--- src/rtl/arith_decode_map.svh ---
// Purpose: Offsets, field positions, encodings and cycle costs of the decoder
// Assumes: 32-bit AXI4-Lite register window, one aligned word per register
// Notes: Costs are processor clocks; real and protected modes cost the same
`ifndef ARITH_DECODE_MAP_SVH
`define ARITH_DECODE_MAP_SVH

// Register byte offsets
`define OFS_INSN 4'h0
`define OFS_CTRL 4'h4
`define OFS_STATUS 4'h8
`define OFS_RESULT 4'hC

// Status bits
`define ST_BUSY_BIT 0
`define ST_DONE_BIT 1
`define ST_REFUSED_BIT 2
`define ST_ILLEGAL_BIT 3

// Result fields
`define RES_COST_LSB 0
`define RES_LEN_LSB 8
`define RES_CLS_LSB 12
`define RES_MEM_BIT 17
`define RES_WORD_BIT 18
`define RES_DEST_BIT 19
`define RES_PMODE_BIT 20

// Reset values
`define CTRL_RESET 1'h0
`define INSN_RESET 32'h0000_0000

// Opcode patterns
`define OPC_ADD_RM 8'b0000_00??
`define OPC_ADD_ACC 8'b0000_010?
`define OPC_ADC_RM 8'b0001_00??
`define OPC_ADC_ACC 8'b0001_010?
`define OPC_SUB_RM 8'b0010_10??
`define OPC_SUB_ACC 8'b0010_110?
`define OPC_SBB_RM 8'b0001_10??
`define OPC_SBB_ACC 8'b0001_110?
`define OPC_IMM_GRP 8'b1000_00??
`define OPC_PROD_GRP 8'b1111_011?
`define OPC_ASCII_SUM 8'h37
`define OPC_BCD_SUM 8'h27
`define OPC_ASCII_DIFF 8'h3F
`define OPC_BCD_DIFF 8'h2F

// Reg field selectors
`define REG_ADD 3'h0
`define REG_ADC 3'h2
`define REG_SBB 3'h3
`define REG_UPROD 3'h4
`define REG_SUB 3'h5
`define REG_SPROD 3'h5

// Cost table addresses
`define CIDX_NONE 4'h0
`define CIDX_ALU_REG 4'h1
`define CIDX_ALU_MEM 4'h2
`define CIDX_IMM_REG 4'h3
`define CIDX_IMM_MEM 4'h4
`define CIDX_SHORT 4'h5
`define CIDX_PROD_RB 4'h6
`define CIDX_PROD_RW 4'h7
`define CIDX_PROD_MB 4'h8
`define CIDX_PROD_MW 4'h9

// Costs in clocks
`define COST_NONE 5'h00
`define COST_ALU_REG 5'h02
`define COST_ALU_MEM 5'h07
`define COST_IMM_REG 5'h03
`define COST_IMM_MEM 5'h07
`define COST_SHORT 5'h03
`define COST_PROD_RB 5'h0D
`define COST_PROD_RW 5'h15
`define COST_PROD_MB 5'h10
`define COST_PROD_MW 5'h18

`endif

--- src/rtl/arith_decode_pkg.sv ---
// Purpose: Types shared by the arithmetic decoder files
// Assumes: Constants come from arith_decode_map.svh
// Notes: Enum codes left to the tool
package arith_decode_pkg;

    // Decoded instruction form
    typedef enum logic [4:0] {
        cls_none, add_rm, add_imm, add_acc, adc_rm, adc_imm, adc_acc,
        sub_rm, sub_imm, sub_acc,
        borrow_difference_op_rm, borrow_difference_op_imm, borrow_difference_op_acc,
        ascii_sum_fixup, bcd_sum_fixup, ascii_difference_fixup, bcd_difference_fixup,
        unsigned_product_op, signed_product_op
    } insn_class_t;

    // Everything the decoder learns about one instruction
    typedef struct packed {
        insn_class_t cls;
        logic [2:0] len;
        logic mem;
        logic word;
        logic dir;
        logic [3:0] cost_idx;
    } decode_t;

    // Sequencer states
    typedef enum logic [1:0] {st_idle, st_decode, st_exec} seq_state_t;

endpackage

--- src/rtl/arith_insn_decode_timing.sv ---
// Purpose: Decodes arithmetic instructions and paces them by their clock cost
// Assumes: AXI4-Lite slave, 32-bit data, sys_clk 250 MHz, srst synchronous
// Notes: Software writes opcode and mod/reg/r/m bytes, then reads the result
// Function
// (RULE1) Add register/memory form costs 2 or 7
// (RULE2) Carry add opcodes, reg 010, accumulator 3
// (RULE3) Subtract opcodes, immediate reg 101, 3/7
// (RULE4) Borrow subtract opcodes, reg 011, accumulator 3
// (RULE5) ASCII sum fixup 37h, 3 clocks
// (RULE6) BCD sum fixup 27h, 3 clocks
// (RULE7) ASCII difference fixup 3Fh, 3 clocks
// (RULE8) BCD difference fixup 2Fh, 3 clocks
// (RULE9) Unsigned product reg 100: 13/21/16/24
// (RULE10) Signed product reg 101: 13/21/16/24
// (RULE11) Second immediate byte only for word, unsigned
// (RULE12) w selects word; d=1 makes reg destination
//
// The AXI4-Lite interface to the registers and the address map were chosen for this implementation.
`timescale 1ns/1ps
`include "arith_decode_map.svh"
module arith_insn_decode_timing
    import arith_decode_pkg::*;
(
    input wire logic sys_clk,
    input wire logic srst,
    input wire logic [3:0] s_axi_awaddr,
    input wire logic s_axi_awvalid,
    output logic s_axi_awready,
    input wire logic [31:0] s_axi_wdata,
    input wire logic [3:0] s_axi_wstrb,
    input wire logic s_axi_wvalid,
    output logic s_axi_wready,
    output logic [1:0] s_axi_bresp,
    output logic s_axi_bvalid,
    input wire logic s_axi_bready,
    input wire logic [3:0] s_axi_araddr,
    input wire logic s_axi_arvalid,
    output logic s_axi_arready,
    output logic [31:0] s_axi_rdata,
    output logic [1:0] s_axi_rresp,
    output logic s_axi_rvalid,
    input wire logic s_axi_rready
);
    localparam logic [1:0] RESP_OKAY = 2'h0; // Normal answer
    localparam logic [1:0] RESP_SLVERR = 2'h2; // Unmapped address

    // Decode one instruction from opcode and mod/reg/r/m byte
    function automatic decode_t decode_insn(input logic [7:0] op, input logic [7:0] mrm);
        decode_t d;
        logic has_mrm;
        logic [1:0] disp;
        logic [1:0] imm;
        d = '0;
        has_mrm = 1'b1;
        disp = 2'h0;
        imm = 2'h0;
        d.cls = cls_none;
        d.word = op[0]; // RULE12
        casez (op)
            `OPC_ADD_RM: d.cls = add_rm; // RULE1
            `OPC_ADC_RM: d.cls = adc_rm; // RULE2
            `OPC_SUB_RM: d.cls = sub_rm; // RULE3
            `OPC_SBB_RM: d.cls = borrow_difference_op_rm; // RULE4
            `OPC_ADD_ACC: d.cls = add_acc;
            `OPC_ADC_ACC: d.cls = adc_acc; // RULE2
            `OPC_SUB_ACC: d.cls = sub_acc;
            `OPC_SBB_ACC: d.cls = borrow_difference_op_acc; // RULE4
            `OPC_ASCII_SUM: d.cls = ascii_sum_fixup; // RULE5
            `OPC_BCD_SUM: d.cls = bcd_sum_fixup; // RULE6
            `OPC_ASCII_DIFF: d.cls = ascii_difference_fixup; // RULE7
            `OPC_BCD_DIFF: d.cls = bcd_difference_fixup; // RULE8
            `OPC_IMM_GRP: begin
                // Reg field picks the operation
                case (mrm[5:3])
                    `REG_ADD: d.cls = add_imm;
                    `REG_ADC: d.cls = adc_imm; // RULE2
                    `REG_SUB: d.cls = sub_imm; // RULE3
                    `REG_SBB: d.cls = borrow_difference_op_imm; // RULE4
                    default: d.cls = cls_none;
                endcase
            end
            `OPC_PROD_GRP: begin
                if (mrm[5:3] == `REG_UPROD) begin
                    d.cls = unsigned_product_op; // RULE9
                end else if (mrm[5:3] == `REG_SPROD) begin
                    d.cls = signed_product_op; // RULE10
                end else begin
                    d.cls = cls_none;
                end
            end
            default: d.cls = cls_none;
        endcase
        // Per-class operand shape
        case (d.cls)
            add_rm, adc_rm, sub_rm, borrow_difference_op_rm: begin
                d.dir = op[1]; // RULE12
            end
            add_imm, adc_imm, sub_imm, borrow_difference_op_imm: begin
                // s:w = 01 alone brings a second byte
                imm = (op[1:0] == 2'b01) ? 2'h2 : 2'h1; // RULE11
            end
            add_acc, adc_acc, sub_acc, borrow_difference_op_acc: begin
                has_mrm = 1'b0;
                imm = op[0] ? 2'h2 : 2'h1; // RULE11
            end
            unsigned_product_op, signed_product_op: begin
                d.dir = 1'b0;
            end
            default: begin
                // Single-byte fixups and unknown opcodes
                has_mrm = 1'b0;
                d.word = 1'b0;
            end
        endcase
        // Displacement and memory operand from mod and r/m
        if (has_mrm) begin
            d.mem = (mrm[7:6] != 2'b11);
            case (mrm[7:6])
                2'b00: disp = (mrm[2:0] == 3'b110) ? 2'h2 : 2'h0;
                2'b01: disp = 2'h1;
                2'b10: disp = 2'h2;
                default: disp = 2'h0;
            endcase
        end
        d.len = 3'h1 + {2'h0, has_mrm} + {1'b0, disp} + {1'b0, imm};
        // Cost table address
        case (d.cls)
            add_rm, adc_rm, sub_rm, borrow_difference_op_rm:
                d.cost_idx = d.mem ? `CIDX_ALU_MEM : `CIDX_ALU_REG; // RULE1
            add_imm, adc_imm, sub_imm, borrow_difference_op_imm:
                d.cost_idx = d.mem ? `CIDX_IMM_MEM : `CIDX_IMM_REG; // RULE3
            add_acc, adc_acc, sub_acc, borrow_difference_op_acc, ascii_sum_fixup,
            bcd_sum_fixup, ascii_difference_fixup, bcd_difference_fixup:
                d.cost_idx = `CIDX_SHORT; // RULE5
            unsigned_product_op, signed_product_op: begin
                case ({d.mem, d.word})
                    2'b00: d.cost_idx = `CIDX_PROD_RB; // RULE9
                    2'b01: d.cost_idx = `CIDX_PROD_RW; // RULE10
                    2'b10: d.cost_idx = `CIDX_PROD_MB;
                    default: d.cost_idx = `CIDX_PROD_MW;
                endcase
            end
            default: d.cost_idx = `CIDX_NONE;
        endcase
        return d;
    endfunction

    logic [31:0] insn_reg, insn_next; // Instruction bytes under test
    logic pmode_reg, pmode_next; // Protected mode select
    logic done_reg, done_next; // Sticky: execution finished
    logic refused_reg, refused_next; // Sticky: write while busy
    logic illegal_reg, illegal_next; // Last opcode not in this group
    seq_state_t state_reg, state_next; // Sequencer
    logic [4:0] cnt_reg, cnt_next; // Remaining execution clocks
    logic [4:0] cost_reg, cost_next; // Cost of last instruction
    logic aw_full_reg, aw_full_next; // Address held
    logic w_full_reg, w_full_next; // Data held
    logic [3:0] awaddr_reg, awaddr_next;
    logic [31:0] wdata_reg, wdata_next;
    logic [3:0] wstrb_reg, wstrb_next;
    logic awready_next, wready_next, bvalid_next, arready_next, rvalid_next;
    logic [1:0] bresp_next, rresp_next;
    logic [31:0] rdata_next;
    decode_t dec; // Decode of insn_reg
    logic [4:0] rom_data; // Registered cost lookup
    logic do_write; // Both halves of a write present
    logic insn_wr; // Write to instruction register
    logic busy; // Sequencer not idle

    assign dec = decode_insn(insn_reg[7:0], insn_reg[15:8]);
    assign do_write = aw_full_reg && w_full_reg && !s_axi_bvalid;
    assign insn_wr = do_write && (awaddr_reg == `OFS_INSN);
    assign busy = (state_reg != st_idle);

    // Cost table
    cost_rom u_cost_rom (
        .sys_clk(sys_clk),
        .srst(srst),
        .addr(dec.cost_idx),
        .rd_data(rom_data)
    );

    // Bus channel next values
    always_comb begin
        aw_full_next = aw_full_reg;
        w_full_next = w_full_reg;
        awaddr_next = awaddr_reg;
        wdata_next = wdata_reg;
        wstrb_next = wstrb_reg;
        bvalid_next = s_axi_bvalid;
        bresp_next = s_axi_bresp;
        rvalid_next = s_axi_rvalid;
        rresp_next = s_axi_rresp;
        rdata_next = s_axi_rdata;
        // Address and data accepted in either order
        if (s_axi_awvalid && s_axi_awready) begin
            aw_full_next = 1'b1;
            awaddr_next = s_axi_awaddr;
        end
        if (s_axi_wvalid && s_axi_wready) begin
            w_full_next = 1'b1;
            wdata_next = s_axi_wdata;
            wstrb_next = s_axi_wstrb;
        end
        if (do_write) begin
            aw_full_next = 1'b0;
            w_full_next = 1'b0;
            bvalid_next = 1'b1;
            bresp_next = (awaddr_reg[1:0] == 2'h0) ? RESP_OKAY : RESP_SLVERR;
        end else if (s_axi_bvalid && s_axi_bready) begin
            bvalid_next = 1'b0;
        end
        // Read answers one cycle after the address
        if (s_axi_arvalid && s_axi_arready) begin
            rvalid_next = 1'b1;
            rresp_next = RESP_OKAY;
            case (s_axi_araddr)
                `OFS_INSN: rdata_next = insn_reg;
                `OFS_CTRL: rdata_next = {31'h0, pmode_reg};
                `OFS_STATUS: rdata_next = {28'h0, illegal_reg, refused_reg, done_reg, busy};
                `OFS_RESULT: begin
                    rdata_next = 32'h0;
                    rdata_next[`RES_COST_LSB +: 5] = cost_reg;
                    rdata_next[`RES_LEN_LSB +: 3] = dec.len;
                    rdata_next[`RES_CLS_LSB +: 5] = dec.cls;
                    rdata_next[`RES_MEM_BIT] = dec.mem;
                    rdata_next[`RES_WORD_BIT] = dec.word;
                    rdata_next[`RES_DEST_BIT] = dec.dir;
                    rdata_next[`RES_PMODE_BIT] = pmode_reg;
                end
                default: begin
                    rdata_next = 32'h0;
                    rresp_next = RESP_SLVERR;
                end
            endcase
        end else if (s_axi_rvalid && s_axi_rready) begin
            rvalid_next = 1'b0;
        end
        awready_next = !aw_full_next;
        wready_next = !w_full_next;
        arready_next = !rvalid_next;
    end

    // Register file and sequencer next values
    always_comb begin
        insn_next = insn_reg;
        pmode_next = pmode_reg;
        done_next = done_reg;
        refused_next = refused_reg;
        illegal_next = illegal_reg;
        state_next = state_reg;
        cnt_next = cnt_reg;
        cost_next = cost_reg;
        // Done and refused clear by writing one, before any set below
        if (do_write && awaddr_reg == `OFS_STATUS && wstrb_reg[0]) begin
            done_next = done_reg && !wdata_reg[`ST_DONE_BIT];
            refused_next = refused_reg && !wdata_reg[`ST_REFUSED_BIT];
        end
        if (do_write && awaddr_reg == `OFS_CTRL && wstrb_reg[0]) begin
            pmode_next = wdata_reg[0];
        end
        case (state_reg)
            st_idle: begin
                // New instruction starts decoding
                if (insn_wr) begin
                    for (int i = 0; i < 4; i++) begin
                        if (wstrb_reg[i]) begin
                            insn_next[8*i +: 8] = wdata_reg[8*i +: 8];
                        end
                    end
                    state_next = st_decode;
                end
            end
            st_decode: begin
                // Cost lookup is registered this cycle
                state_next = st_exec;
            end
            st_exec: begin
                if (cnt_reg == 5'h0) begin
                    // First exec cycle loads the cost
                    cost_next = rom_data;
                    cnt_next = rom_data;
                    illegal_next = (rom_data == `COST_NONE);
                    if (rom_data <= 5'h1) begin
                        state_next = st_idle;
                        done_next = 1'b1;
                        cnt_next = 5'h0;
                    end
                end else if (cnt_reg == 5'h2) begin
                    state_next = st_idle;
                    done_next = 1'b1;
                    cnt_next = 5'h0;
                end else begin
                    cnt_next = cnt_reg - 5'h1;
                end
            end
            default: state_next = st_idle;
        endcase
        // Instruction writes while busy are dropped and flagged
        if (insn_wr && busy) begin
            refused_next = 1'b1;
        end
    end

    // All state registers
    always_ff @(posedge sys_clk) begin
        if (srst) begin
            insn_reg <= `INSN_RESET;
            pmode_reg <= `CTRL_RESET;
            done_reg <= 1'b0;
            refused_reg <= 1'b0;
            illegal_reg <= 1'b0;
            state_reg <= st_idle;
            cnt_reg <= 5'h0;
            cost_reg <= 5'h0;
            aw_full_reg <= 1'b0;
            w_full_reg <= 1'b0;
            awaddr_reg <= 4'h0;
            wdata_reg <= 32'h0;
            wstrb_reg <= 4'h0;
            s_axi_awready <= 1'b0;
            s_axi_wready <= 1'b0;
            s_axi_bvalid <= 1'b0;
            s_axi_bresp <= 2'h0;
            s_axi_arready <= 1'b0;
            s_axi_rvalid <= 1'b0;
            s_axi_rresp <= 2'h0;
            s_axi_rdata <= 32'h0;
        end else begin
            insn_reg <= insn_next;
            pmode_reg <= pmode_next;
            done_reg <= done_next;
            refused_reg <= refused_next;
            illegal_reg <= illegal_next;
            state_reg <= state_next;
            cnt_reg <= cnt_next;
            cost_reg <= cost_next;
            aw_full_reg <= aw_full_next;
            w_full_reg <= w_full_next;
            awaddr_reg <= awaddr_next;
            wdata_reg <= wdata_next;
            wstrb_reg <= wstrb_next;
            s_axi_awready <= awready_next;
            s_axi_wready <= wready_next;
            s_axi_bvalid <= bvalid_next;
            s_axi_bresp <= bresp_next;
            s_axi_arready <= arready_next;
            s_axi_rvalid <= rvalid_next;
            s_axi_rresp <= rresp_next;
            s_axi_rdata <= rdata_next;
        end
    end

    // Checks on decode and pacing
    AST_ADD_REG_COST: assert property (@(posedge sys_clk) disable iff (srst) // RULE1
        (state_reg == st_decode && dec.cls == add_rm && !dec.mem) |=> (rom_data == 5'h02))
        else $error("add register form cost not 2");
    AST_ADC_ACC_FORM: assert property (@(posedge sys_clk) disable iff (srst) // RULE2
        (insn_reg[7:1] == 7'h0A) |-> (dec.cls == adc_acc && dec.len == 3'h2 + {2'h0, insn_reg[0]}))
        else $error("carry add accumulator form misdecoded");
    AST_SUB_IMM_MEM: assert property (@(posedge sys_clk) disable iff (srst) // RULE3
        (state_reg == st_decode && dec.cls == sub_imm && dec.mem) |=> ##1 (cnt_reg == 5'h07))
        else $error("subtract immediate memory cost not 7");
    AST_SBB_IMM_SEL: assert property (@(posedge sys_clk) disable iff (srst) // RULE4
        (insn_reg[7:2] == 6'h20 && insn_reg[13:11] == 3'h3)
        |-> (dec.cls == borrow_difference_op_imm))
        else $error("borrow subtract immediate not selected by reg 011");
    AST_ASCII_SUM: assert property (@(posedge sys_clk) disable iff (srst) // RULE5
        (state_reg == st_decode && insn_reg[7:0] == 8'h37) |=> ##1 (cnt_reg == 5'h03 && dec.len == 3'h1))
        else $error("ascii sum fixup not 3 clocks single byte");
    AST_BCD_DIFF: assert property (@(posedge sys_clk) disable iff (srst) // RULE8
        (state_reg == st_decode && insn_reg[7:0] == 8'h2F) |=> (rom_data == 5'h03))
        else $error("bcd difference fixup cost not 3");
    AST_UPROD_MW: assert property (@(posedge sys_clk) disable iff (srst) // RULE9
        (state_reg == st_decode && dec.cls == unsigned_product_op && dec.mem && dec.word)
        |=> (rom_data == 5'h18))
        else $error("unsigned word memory product cost not 24");
    AST_SPROD_RB: assert property (@(posedge sys_clk) disable iff (srst) // RULE10
        (state_reg == st_decode && dec.cls == signed_product_op && !dec.mem && !dec.word)
        |=> (rom_data == 5'h0D))
        else $error("signed byte register product cost not 13");
    AST_IMM_LEN: assert property (@(posedge sys_clk) disable iff (srst) // RULE11
        (dec.cls == add_imm && insn_reg[15:14] == 2'b11)
        |-> (dec.len == ((insn_reg[1:0] == 2'b01) ? 3'h4 : 3'h3)))
        else $error("immediate byte count wrong");
    AST_DIR_WORD: assert property (@(posedge sys_clk) disable iff (srst) // RULE12
        (dec.cls == sub_rm) |-> (dec.dir == insn_reg[1] && dec.word == insn_reg[0]))
        else $error("direction or size flag misdecoded");
    AST_EXEC_END: assert property (@(posedge sys_clk) disable iff (srst)
        (state_reg == st_exec && cnt_reg == 5'h2) |=> (state_reg == st_idle && done_reg))
        else $error("execution did not end with done");
endmodule // arith_insn_decode_timing

--- src/rtl/cost_rom.sv ---
// Purpose: Clock cost lookup per instruction form, registered read
// Assumes: Address is a cost index from the map header
// Notes: Unused addresses read zero cost
`timescale 1ns/1ps
`include "arith_decode_map.svh"
module cost_rom (
    input wire logic sys_clk,
    input wire logic srst,
    input wire logic [3:0] addr,
    output logic [4:0] rd_data
);
    logic [4:0] rd_data_next; // Table value for addr

    // Constant table
    always_comb begin
        case (addr)
            `CIDX_ALU_REG: rd_data_next = `COST_ALU_REG;
            `CIDX_ALU_MEM: rd_data_next = `COST_ALU_MEM;
            `CIDX_IMM_REG: rd_data_next = `COST_IMM_REG;
            `CIDX_IMM_MEM: rd_data_next = `COST_IMM_MEM;
            `CIDX_SHORT: rd_data_next = `COST_SHORT;
            `CIDX_PROD_RB: rd_data_next = `COST_PROD_RB;
            `CIDX_PROD_RW: rd_data_next = `COST_PROD_RW;
            `CIDX_PROD_MB: rd_data_next = `COST_PROD_MB;
            `CIDX_PROD_MW: rd_data_next = `COST_PROD_MW;
            default: rd_data_next = `COST_NONE;
        endcase
    end

    // Registered read port
    always_ff @(posedge sys_clk) begin
        if (srst) begin
            rd_data <= `COST_NONE;
        end else begin
            rd_data <= rd_data_next;
        end
    end
endmodule // cost_rom

--- config.mk ---
export PLATFORM = sky130hd
export DESIGN_NAME = arith_insn_decode_timing
export DESIGN_NICKNAME = d
export VERILOG_FILES = /design/src/rtl/arith_decode_pkg.sv /design/src/rtl/arith_insn_decode_timing.sv /design/src/rtl/cost_rom.sv
export VERILOG_INCLUDE_DIRS = /design/src /design/src/rtl
export SDC_FILE = /design/constraint.sdc
export NUM_CORES = 1
export LEC_CHECK = 0
export ABC_AREA = 1
export BUFFER_PORTS_ARGS = -buffer_cell sky130_fd_sc_hd__clkbuf_2
export CAP_MARGIN = 0
export CORE_MARGIN = 5
export CORE_UTILIZATION = 45
export CTS_CLUSTER_DIAMETER = 150
export DETAILED_ROUTE_END_ITERATION = 16
export MAX_ROUTING_LAYER = met4
export PLACE_DENSITY = 0.71
export SLEW_MARGIN = 20
export SYNTH_ARGS = -nofsm -noshare
export SYNTH_HDL_FRONTEND = slang
export SYNTH_HIERARCHICAL = 1
export SYNTH_SLANG_ARGS = --single-unit
--- constraint.sdc ---
create_clock -name sys_clk -period 6.9 [get_ports sys_clk]
set_clock_uncertainty 0.2 [all_clocks]
set_input_delay 1.38 -clock sys_clk [delete_from_list [all_inputs] [get_ports sys_clk]]
set_output_delay 1.38 -clock sys_clk [all_outputs]
set_load 0.005 [all_outputs]
## Word level (Yosys, flattened, before mapping)

Memories as Yosys holds them, arrays and structs flattened. A register that Yosys moved wholly into a read port is not among the register bits.
Index checks and enable logic that the tools add are counted.

| cells by class | value |
|---|---|
| $add $sub $neg | 4 |
| magnitude comparators | 1 |
| equality and inequality tests | 53 |
| multiplexer cells | 44 |
| reductions and logical operators | 48 |

Operators by type and width:

| kind | count |
|---|---|
| 32-bit case mux with 4 select lines | 1 |
| 5-bit case mux with 14 select lines | 1 |
| 5-bit by 4-bit == test with 1-bit output, second input constant | 8 |
| 8-bit by 6-bit == test with 1-bit output, second input constant | 4 |
| 4-bit case mux with 4 select lines | 2 |
| 5-bit two-way mux | 5 |
| 2-bit two-way mux | 11 |
| 5-bit by 3-bit == test with 1-bit output, second input constant | 4 |
| 1-bit two-way mux | 19 |
| 4-bit OR reduction | 4 |
| 5-bit by 2-bit == test with 1-bit output, second input constant | 3 |
| 5-bit == test, second input constant | 3 |
| 1-bit logical AND | 15 |
| 3-bit AND reduction | 5 |
| 7-bit by 4-bit == test with 1-bit output, second input constant | 2 |
| 14-bit OR reduction | 1 |
| 4-bit == test, second input constant | 3 |
| 6-bit by 3-bit == test with 1-bit output, second input constant | 2 |
| 2-bit case mux with 3 select lines | 2 |
| 4-bit case mux with 3 select lines | 1 |
| 5-bit zero test | 2 |
| 10-bit OR reduction | 1 |
| 3-bit == test, second input constant | 3 |
| 2-bit by 1-bit == test with 1-bit output, second input constant | 4 |
| other kinds (27) | 44 |

| word-level totals | value |
|---|---|
| register bits after elaboration | 131 |
| bits in read-only memories | 80 |
| input bits | 51 |
| output and inout port bits | 41 |
| word-level logic and storage cells | 175 |
| memories kept | 1 |

Memories:

| name | depth | bits a word | read ports | clocked after memory_dff | wr ports | line | RTL |
|---|---|---|---|---|---|---|---|
| (name not given) | 16 | 5 | 1 | 1 | 0 | cost_rom.sv:16 | `case (addr)` |

## Depth between registers and ports, before layout

Gate-level depths: netlist of the first run.

| logic depth | value |
|---|---|
| depth after elaboration | 11 |
| depth in mapped cells | 22 |
| depth with buffers taken out | 21 |

## Hierarchy

The synthesis of the first run kept the hierarchy.

Modules (own cells, without submodules):

| module | times used | cells an instance | area each (µm²) | sequential area each (µm²) |
|---|---|---|---|---|
| arith_insn_decode_timing | 1 | 766 | 5,562.8 | 2,582.5 |
| cost_rom | 1 | 27 | 192.7 | 100.1 |

## Least setup slack after synthesis of the first run

No wires, ideal clock.

| timing path | value |
|---|---|
| path type | register -> register |
| start point | reg insn_reg[2] |
| end point | reg s_axi_rdata[10] |
| library setup time | 0.070 ns |
| arrival time | 2.596 ns |
| required time | 6.630 ns |
| slack | 4.034 ns |
| stages on the path, launching flop included | 21 |
| path buffers | 1 |
| period minus slack after synthesis | 2.866 ns |
| path through | dfxtp_1 -> buf_2 -> nor2_2 -> nand3_1 -> nor2_1 -> nor2_1 -> nand2_1 -> nor2_1 -> nand3_1 -> nand3_1 -> nand2_2 -> nand3_2 -> o211ai_1 -> inv_1 -> ha_1 -> inv_1 -> fa_1 -> xor2_1 -> o22ai_1 -> nand2_1 -> a21oi_1 |

| on the way | value |
|---|---|
| word-level cells in the longest chain between the ends | 9 |
| elaborated cells on any way between the ends | 39 |
| classes of those cells | add/sub: 3; eq/ne: 27; mux: 5; reduce/logical: 4 |

RTL lines:

| what | line | RTL |
|---|---|---|
| start, declared | arith_insn_decode_timing.sv:148 | `logic [31:0] insn_reg, insn_next;` |
| start signal, assigned | arith_insn_decode_timing.sv:308 | `` insn_reg <= `INSN_RESET; `` |
| start signal, assigned | arith_insn_decode_timing.sv:330 | `insn_reg <= insn_next;` |
| 8-bit by 6-bit == test with 1-bit output, or another cell as far along | arith_insn_decode_timing.sv:59 | `casez (op)` |
| 5-bit case mux with 14 select lines * | arith_insn_decode_timing.sv:59 |  |
| 5-bit == test, or another cell as far along | arith_insn_decode_timing.sv:94 | `case (d.cls)` |
| 10-bit OR reduction (no source line) | n/a |  |
| 1-bit two-way mux | arith_insn_decode_timing.sv:94 |  |
| 1-bit by 1-bit adder with 2-bit output or 2-bit two-way mux (tied branches) | arith_insn_decode_timing.sv:125, arith_insn_decode_timing.sv:116 |  |
| 2-bit by 2-bit adder with 3-bit output | arith_insn_decode_timing.sv:125 | `d.len = 3'h1 + {2'h0, has_mrm} + {1'b0, disp} + {1'b0, imm};` |
| 3-bit by 2-bit adder with 3-bit output * | arith_insn_decode_timing.sv:125 |  |
| 32-bit case mux with 4 select lines * | arith_insn_decode_timing.sv:217 | `case (s_axi_araddr)` |
| end signal, assigned | arith_insn_decode_timing.sv:350 | `s_axi_rdata <= rdata_next;` |
| end, declared | arith_insn_decode_timing.sv:39 | `output logic [31:0] s_axi_rdata,` |

Every way passes the cells marked *; elsewhere a longest branch is shown, timed or not.
A chain may end at the register's enable or synchronous reset.

## Worst setup path in the final report of the first run

Ends and elaborated chain as after synthesis.

==> out/results.tsv, run 1 <==
metric	value	unit
clk_path_buf_depth	2	
clock-sinks	134	
clock_latency	0.42	ns
cp_slowest_cell	dfxtp_1	
antenna_found_initial	0	
p_sw	418	uW
crit_type	reg -> reg	
intPower	1430	uW
hold_path_depth	2	
crit_start	insn_reg[2]$_SDFFE_PP0P_	
root_buffer	clkbuf_16	
grt_pass1_wl	23200	microns
vias_per_cell	4.97	
worstHoldPathType	reg -> reg	
finalPower	1850	uW
worstSetupPathDepth	20	
fmaxAchievable	309	MHz
dp_hpwl	9930	microns
final_common_cell	nand2_1	
final_cell_mix	nand2_1 (154), dfxtp_1 (134), nor2_1 (107), clkbuf_2 (89), inv_1 (86)	
arrival	3.38	ns
p_clk_frac	0.501	
grt_overflow_total	0	
routed_wl	14100	microns
place_congestion	0.941	
synth_area	5760	sq um
fillers	1264	
start_util	0.458	
layout_worst_path_cycle_share	0.469	
drv_slew	0	
cp_max_fo	8	
r2r_cells	20	
pwr-share-comb	0.057	
worstHoldStart	wdata_reg[13]$_SDFFE_PP0P_	
hold_buffers	0	
num_antenna_cells	0	
dieArea	15200	sq um
crit_buf_inv	2	
yosysSeqAreaShare	0.466	
htreeDepth	4	
reg2reg_from	insn_reg[2]$_SDFFE_PP0P_	
synth_cell_types	39	
syn_to_final_growth	20.0	%
drv_cap	0	
synth_area_per_cell	7.26	sq um
ir_drop	0.000180	V
drc_errors	0	
ant_nets	0	
multi_input_area	2560	sq um
worst_slack	3.66	ns
die_w	123	microns
regArea	2680	sq um
cts_buffers	17	
grt_max_degree	67	
swShare	0.226	
slowest_delay	0.49	ns
power.leakage	0.00288	uW
path_clk_slew	0.06	ns
status	finished, final reports clean	
worstMarginPinSlew	0.642	ns
postPlaceCellArea	6290	sq um
num_rows	41	
pwr-share-seq	0.442	
drt-initial-drc-count	356	
pre_cts_ws	3.65	ns
crit_family	simple AND/OR/NAND/NOR gates	
worstPathRequired	7.04	ns
fin_setup_tns	0	ns
startpoint_type	register	
die_h	123	microns
ios	92	
ys_ff_latch	134	
cts_tree	built	
first_global_vias	4767	
rsz0062_at_grt	no	
drt_pass1_iterations	5	
postCtsSetupRepairBufs	0	
layout.nets	925	
wire_per_inst	13.4	microns
maxSlewHeadroom	0.572	
fin_crit	3.24	ns
cts_resized	0	
port_buffers	89	
hold_viol	0	
setup_viol	0	
crit_path_end_kind	register	
hold_ws	0.251	ns
synth_cells	793	
groute.usage.overall	0.200	
crit_chain	nand2_2, nor2_1, nand2_1, nand2_1, nor2_1, nand2_1, nor2_1, nand3_1, nand3_1, nand2_2, nand3_2, o211ai_1, inv_1, ha_1, inv_1, fa_1, xor2_1, o22ai_1, nand2_1, a21oi_1	
crit_path_frequent_cell	nand2_1	
p_per_area	267	nW/um^2
core-area	12600	sq um
drive_gt1_frac	0.171	
design_area	6910	sq um
synth_warnings	6	
vias	5238	
## tightest hold or removal path, cell delays in order (launching register included)
cell and delay [ns]:
dfxtp_1 0.29, inv_1 0.06, a21oi_1 0.05
## through the flow
| stage | std cells | utilization |
|---|---|---|
| 2_1_floorplan | 794 | - |
| 3_3_place_gp | 1022 | 0.501 |
| 3_5_place_dp | 1022 | 0.501 |
| 4_1_cts | 1054 | 0.549 |
| 5_1_grt | 1054 | 0.550 |
| 6_report | 1054 | 0.550 |
## logic make-up (layout without fill, tap and decap cells)
family          after synthesis  in the layout  synth area share
simple gates                312            312             0.226
compound gates              205            205             0.199
flops                       134            134             0.466
buf+inv                     133            221            0.0915
fa+ha+maj                     5              5            0.0122
xor+xnor                      3              3           0.00457
other cells                   1              2          0.000652
## Yosys cell counts (all sizes together)
cell type / n / area (sq um)
a22o: 2 / 17.5
o211ai: 4 / 30.0
nand2: 159 / 612
nor2: 117 / 469
o221ai: 1 / 8.76
clkbuf: 27 / 101
nand3: 18 / 95.1
inv: 92 / 345
a21oi: 83 / 423
nor4: 3 / 18.8
xor2: 3 / 26.3
dfxtp: 134 / 2680
a32o: 1 / 10.0
conb: 1 / 3.75
fa: 1 / 20.0
o21ai: 75 / 375
nand4: 4 / 25.0
ha: 4 / 50.1
a211oi: 28 / 210
a31oi: 4 / 25.0
nor3: 8 / 56.3
buf: 12 / 72.6
o21a: 1 / 7.51
nand3b: 3 / 22.5
clkinv: 2 / 7.51
o22ai: 5 / 31.3
o2111ai: 1 / 8.76
## worst paths after layout
path | end | slack, ns
min reg2reg | wdata_reg[13]$_SDFFE_PP0P_ | 0.25
max | s_axi_rdata[10]$_SDFFE_PP0P_ | 3.66
max reg2reg | s_axi_rdata[10]$_SDFFE_PP0P_ | 3.66
min | wdata_reg[13]$_SDFFE_PP0P_ | 0.25
## final cells by class
cell class,count,area share
well taps,172,0.0312
clock buffers,21,0.0667
multi-input cells,527,0.370
clock inverters,11,0.0216
flip-flops and latches,134,0.388
repair buffers,95,0.0710
inverters,94,0.0511
## power by group through the flow
| stage | sequential, uW | combinational, uW | clock, uW |
|---|---|---|---|
| floorplan | 830 | 65.7 | 0 |
| global placement | 832 | 104 | 0 |
| detailed placement | 832 | 105 | 0 |
| CTS | 816 | 106 | 941 |
| global route | 818 | 121 | 969 |
| finish | 816 | 105 | 926 |
## routing by layer
layer	vias to the layer above	wire [microns]	track usage	part of all wire
met5	-	0	-	0
met4	0	168	0.0609	0.012
met3	13	637	0.0457	0.045
met2	125	6310	0.290	0.45
met1	2356	6970	0.278	0.50
li1	2744	-	-	-
(Power assumes the default switching activity.)
==> run 2: changes to the inputs <==
clock period = 3.1 ns   (was 6.9 ns; I/O delays follow)
==> run 2 against run 1 <==
Die area stayed put; sequential share of layout area is 0.96 points lower; core utilization is 1.9 points higher; hold slack worse by 0.0071 ns; cell count is 1.3% higher; critical path type unchanged; critical endpoint unchanged.
==> out/results.tsv, run 2 (synthesis gave the netlist of run 1 again) <==
metric	value	unit
status	finished, final reports clean	
groute.usage.overall	0.205	
pre_cts_ws	-0.0406	ns
hold_viol	0	
pwr-share-seq	0.447	
worstPathRequired	3.25	ns
num_antenna_cells	0	
met1_usage	0.281	
grt_max_degree	73	
min_to	awaddr_reg[0]$_SDFFE_PP0P_	
antenna_found_initial	0	
drv_cap	0	
cts_buffers	17	
hold_buffers	0	
core-area	12600	sq um
pwr-share-comb	0.059	
clock_latency	0.42	ns
setup_viol	0	
die_h	123	microns
layout_worst_path_cycle_share	0.943	
use_met3	0.0412	
crit_path_end_kind	register	
worst_slack	0.177	ns
fmaxAchievable	342	MHz
swShare	0.242	
layout.nets	939	
reg2reg_to	s_axi_rdata[10]$_SDFFE_PP0P_	
top_usage_layer	met2	
finalPower	4050	uW
cts_tree	built	
intPower	3070	uW
p_clk_frac	0.495	
htreeDepth	4	
vias_per_cell	4.87	
worstMarginPinSlew	0.802	ns
p_sw	981	uW
drc_errors	0	
clk_path_buf_depth	2	
start_util	0.458	
drive_gt1_frac	0.224	
drt-initial-drc-count	343	
dp_hpwl	10500	microns
port_buffers	89	
fin_crit	2.92	ns
maxSlewHeadroom	0.465	
worstHoldPathType	in -> reg	
clock-sinks	134	
place_congestion	0.920	
root_buffer	clkbuf_16	
final_cells	1068	
drv_slew	0	
rsz0062_at_grt	yes	
routed_wl	14400	microns
worstHoldStart	s_axi_awaddr[0]	
path_clk_slew	0.06	ns
ir_drop	0.000409	V
power.leakage	0.00298	uW
grt_overflow_total	0	
final_common_cell	nand2_1	
final_cell_mix	nand2_1 (149), dfxtp_1 (126), nor2_1 (95), clkbuf_2 (89), inv_1 (84)	
num_rows	41	
ios	92	
syn_to_final_growth	24.1	%
cp_max_fo	6	
startpoint_type	register	
first_global_vias	4833	
ant_nets	0	
grt_pass1_wl	23800	microns
crit_type	reg -> reg	
reg2reg_from	insn_reg[6]$_SDFFE_PP0P_	
dp.cells	1036	
p_per_area	568	nW/um^2
ff2ff_setup_slack	0.18	ns
vias	5198	
hold_path_depth	3	
drt_pass1_iterations	7	
r2r_cells	20	
arrival	3.07	ns
dieArea	15200	sq um
wire_per_inst	13.5	microns
die_w	123	microns
postCtsSetupRepairBufs	0	
globalRouteMet2Util	0.304	
final_core_util	0.568	
[run 2: cell count changes in the layout (fill, tap and decap cells not counted), sizes merged]
| cell | change |
|---|---|
| inv | +6 |
| clkinvlp | -1 |
| buf | +14 |
| clkbuf | -4 |
| bufinv | -1 |
[run 2: final cells by class]
type / count / area (sq um)
Fill cell: 1212 / 5430
Sequential cell: 134 / 2710
Multi-Input combinational cell: 527 / 2670
Timing Repair Buffer: 109 / 596
Clock buffer: 17 / 425
Inverter: 94 / 358
Tap cell: 172 / 215
Clock inverter: 15 / 169
[run 2: critical path, cell delays in order (launching register included)]
cell and delay (ns):
dfxtp_4 0.39, inv_2 0.05, nand2_4 0.13, nor2_4 0.07, nand2_2 0.08, nand2_1 0.07
nor2_1 0.11, nand3_1 0.09, nand3_1 0.11, nand3_2 0.09, nand2_4 0.09, nand3_2 0.07
buf_4 0.16, o21ai_0 0.07, ha_1 0.16, inv_1 0.05, fa_2 0.38, xor2_1 0.16
o22ai_1 0.11, nand2_1 0.08, a21oi_2 0.12
[run 2: timing repair]
action,in CTS,in global routing
gates resized for setup,5,46
pin swaps,0,6
setup endpoints to repair,2,2
hold endpoints to repair,0,0
[run 2: per-layer routing]
metal | vias to the layer above | share of wire
li1 | 2774 | -
met1 | 2301 | 0.49
met2 | 105 | 0.45
met3 | 18 | 0.043
met4 | 0 | 0.017
met5 | - | 0
[run 2: worst max-delay path by stage]
stage	endpoint	cells after the start	slack, ns	start
after global routing	s_axi_rdata[10]$_SDFFE_PP0P_	21	-0.06	insn_reg[6]$_SDFFE_PP0P_
after CTS	s_axi_rdata[10]$_SDFFE_PP0P_	21	0.007	insn_reg[4]$_SDFFE_PP0P_
after global placement	s_axi_rdata[10]$_SDFFE_PP0P_	20	-0.01	insn_reg[6]$_SDFFE_PP0P_
final	s_axi_rdata[10]$_SDFFE_PP0P_	20	0.18	insn_reg[6]$_SDFFE_PP0P_
after detailed placement	s_axi_rdata[10]$_SDFFE_PP0P_	20	-0.04	insn_reg[2]$_SDFFE_PP0P_
after floorplan	s_axi_rdata[10]$_SDFFE_PP0P_	20	0.23	insn_reg[2]$_SDFFE_PP0P_
[run 2: metrics by stage]
step	area, sq um	hold slack (ns)	setup TNS (ns)
finish	7140	0.244	0
global route	7140	0.260	-0.0730
CTS	7000	0.234	0
detailed placement	6400	0.248	-0.0406
global placement	6400	0.241	-0.0149
floorplan	5760	0.230	0
[run 2: power by group through the flow]
stage | Sequential (uW) | Clock [uW] | Combinational [uW]
after floorplan | 1850 | 0 | 146
after global placement | 1850 | 0 | 237
after detailed placement | 1850 | 0 | 239
after CTS | 1810 | 2040 | 240
after global routing | 1820 | 2120 | 276
final | 1810 | 2000 | 238
==> run 3: changes to the inputs <==
REMOVE_ABC_BUFFERS = 1   (was default)
==> run 3 against run 2 <==
Clock power increased by 4%; global-route usage decreased by 0.56 points; register-to-register slack got worse by 0.09 ns; critical path depth increased by 1; sequential cell count unchanged; routed wire length decreased by 2.7%; hold slack improved by 0.0041 ns; critical path type unchanged; critical endpoint unchanged.
==> out/results.tsv, run 3 (synthesis gave the netlist of run 1 again) <==
metric	value	unit
final_core_util	0.574	
r2r_cells	21	
worst_slack	0.0911	ns
p_clk_frac	0.505	
wire_per_inst	13.2	microns
cts_buffers	17	
syn_to_final_growth	25.3	%
hold_viol	0	
dp.cells	1029	
crit_type	reg -> reg	
worstMarginPinSlew	0.580	ns
drv_cap	0	
final_cells	1067	
hold_path_depth	3	
path_clk_slew	0.06	ns
slowest_delay	0.37	ns
p_sw	921	uW
fin_crit	3.01	ns
core-area	12600	sq um
layout.nets	939	
regArea	2710	sq um
setup_viol	0	
cts_tree	built	
crit_path_end_kind	register	
first_global_vias	4873	
pre_cts_ws	-0.0692	ns
antenna_found_initial	0	
grt_max_degree	61	
ant_nets	0	
drive_gt1_frac	0.228	
vias_per_cell	4.94	
clock-sinks	134	
routed_wl	14000	microns
maxSlewHeadroom	0.613	
power.leakage	0.00298	uW
grt_pass1_wl	22900	microns
num_rows	41	
clk_path_buf_depth	2	
pwr-share-seq	0.437	
drv_slew	0	
postPlaceCellArea	6360	sq um
ir_drop	0.000358	V
drt-initial-drc-count	341	
clock_latency	0.42	ns
die_h	123	microns
fillers	1205	
hold_ws	0.248	ns
drc_errors	0	
final_cell_mix	nand2_1 (146), dfxtp_1 (125), nor2_1 (94), clkbuf_2 (89), inv_1 (82)	
cp_slowest_cell	dfxtp_4	
ios	92	
swShare	0.223	
drt_pass1_iterations	5	
rsz0062_at_grt	yes	
groute.usage.overall	0.200	
crit_chain	inv_4, nand2_8, nor2_4, nand2_2, nand2_1, nor2_1, nand2_1, nor2_1, nand3_1, nand3_1, nand2_2, nand3_4, o211ai_1, inv_1, ha_1, inv_1, fa_2, xor2_1, o22ai_1, nand2_1, a21oi_1	
worstHoldPathType	in -> reg	
grt_overflow_total	0	
layout_worst_path_cycle_share	0.971	
multi_input_area	2700	sq um
intPower	3220	uW
fmaxAchievable	332	MHz
p_per_area	573	nW/um^2
num_antenna_cells	0	
pwr-share-comb	0.058	
design_area	7210	sq um
crit_path_frequent_cell	nand2_1	
arrival	3.16	ns
cp_max_fo	6	
place_congestion	0.886	
root_buffer	clkbuf_16	
worstPathRequired	3.25	ns
start_util	0.458	
final_common_cell	nand2_1	
port_buffers	89	
vias	5273	
htreeDepth	4	
dp_hpwl	9750	microns
die_w	123	microns
dieArea	15200	sq um
status	finished, final reports clean	
startpoint_type	register	
run 3: worst max-delay path, delay by kind of cell (launching register included):
| kind | cells | cell delay, ns |
|---|---|---|
| buffers and inverters | 3 | 0.18 |
| AOI/OAI and AO/OA | 3 | 0.41 |
| and+or+nand+nor | 12 | 1.00 |
| adders and majority gates | 2 | 0.61 |
| xor gates and xnor gates | 1 | 0.15 |
| DFF | 1 | 0.37 |
run 3: area by class of cell:
| cell class | instances | share of cell area |
|---|---|---|
| Multi-Input combinational cell | 527 | 0.375 |
| Clock buffer | 20 | 0.0605 |
| Tap cell | 172 | 0.0298 |
| Inverter | 94 | 0.0505 |
| Timing Repair Buffer | 109 | 0.0843 |
| Clock inverter | 11 | 0.0243 |
| Sequential cell | 134 | 0.376 |
run 3: power by group through the flow:
stage                     Sequential [uW]  Clock [uW]  Combinational [uW]
after detailed placement             1850           0                 239
after global placement               1850           0                 236
after floorplan                      1850           0                 124
after global routing                 1810        2200                 277
after CTS                            1810        2120                 240
final                                1810        2090                 240
run 3: through the flow:
stage	TNS, ns	total power [uW]
2_1_floorplan	0	1970
3_3_place_gp	0	2090
3_5_place_dp	-0.0692	2090
4_1_cts	0	4170
5_1_grt	-0.0903	4290
6_report	0	4140
run 3: repair_timing:
item,in CTS,in global routing
endpoints found under the setup margin,1,2
pin swaps,1,17
hold buffers,0,0
resized for setup,11,54
setup buffers,1,6
run 3: per-layer routing:
layer / global-route usage / wire, microns / vias to the layer above
li1: - / - / 2775
met1: 0.265 / 6870 / 2354
met2: 0.296 / 6230 / 125
met3: 0.0563 / 706 / 19
met4: 0.0644 / 228 / 0
met5: - / 0 / -
run 3: final timing paths:
kind | startpoint | to | slack, ns
worst max register to register | insn_reg[6]$_SDFFE_PP0P_ | s_axi_rdata[10]$_SDFFE_PP0P_ | 0.09
worst min-delay path | s_axi_wstrb[3] | wstrb_reg[3]$_SDFFE_PP0P_ | 0.25
worst max-delay path | insn_reg[6]$_SDFFE_PP0P_ | s_axi_rdata[10]$_SDFFE_PP0P_ | 0.09
worst min register to register | wdata_reg[6]$_SDFFE_PP0P_ | insn_reg[6]$_SDFFE_PP0P_ | 0.25
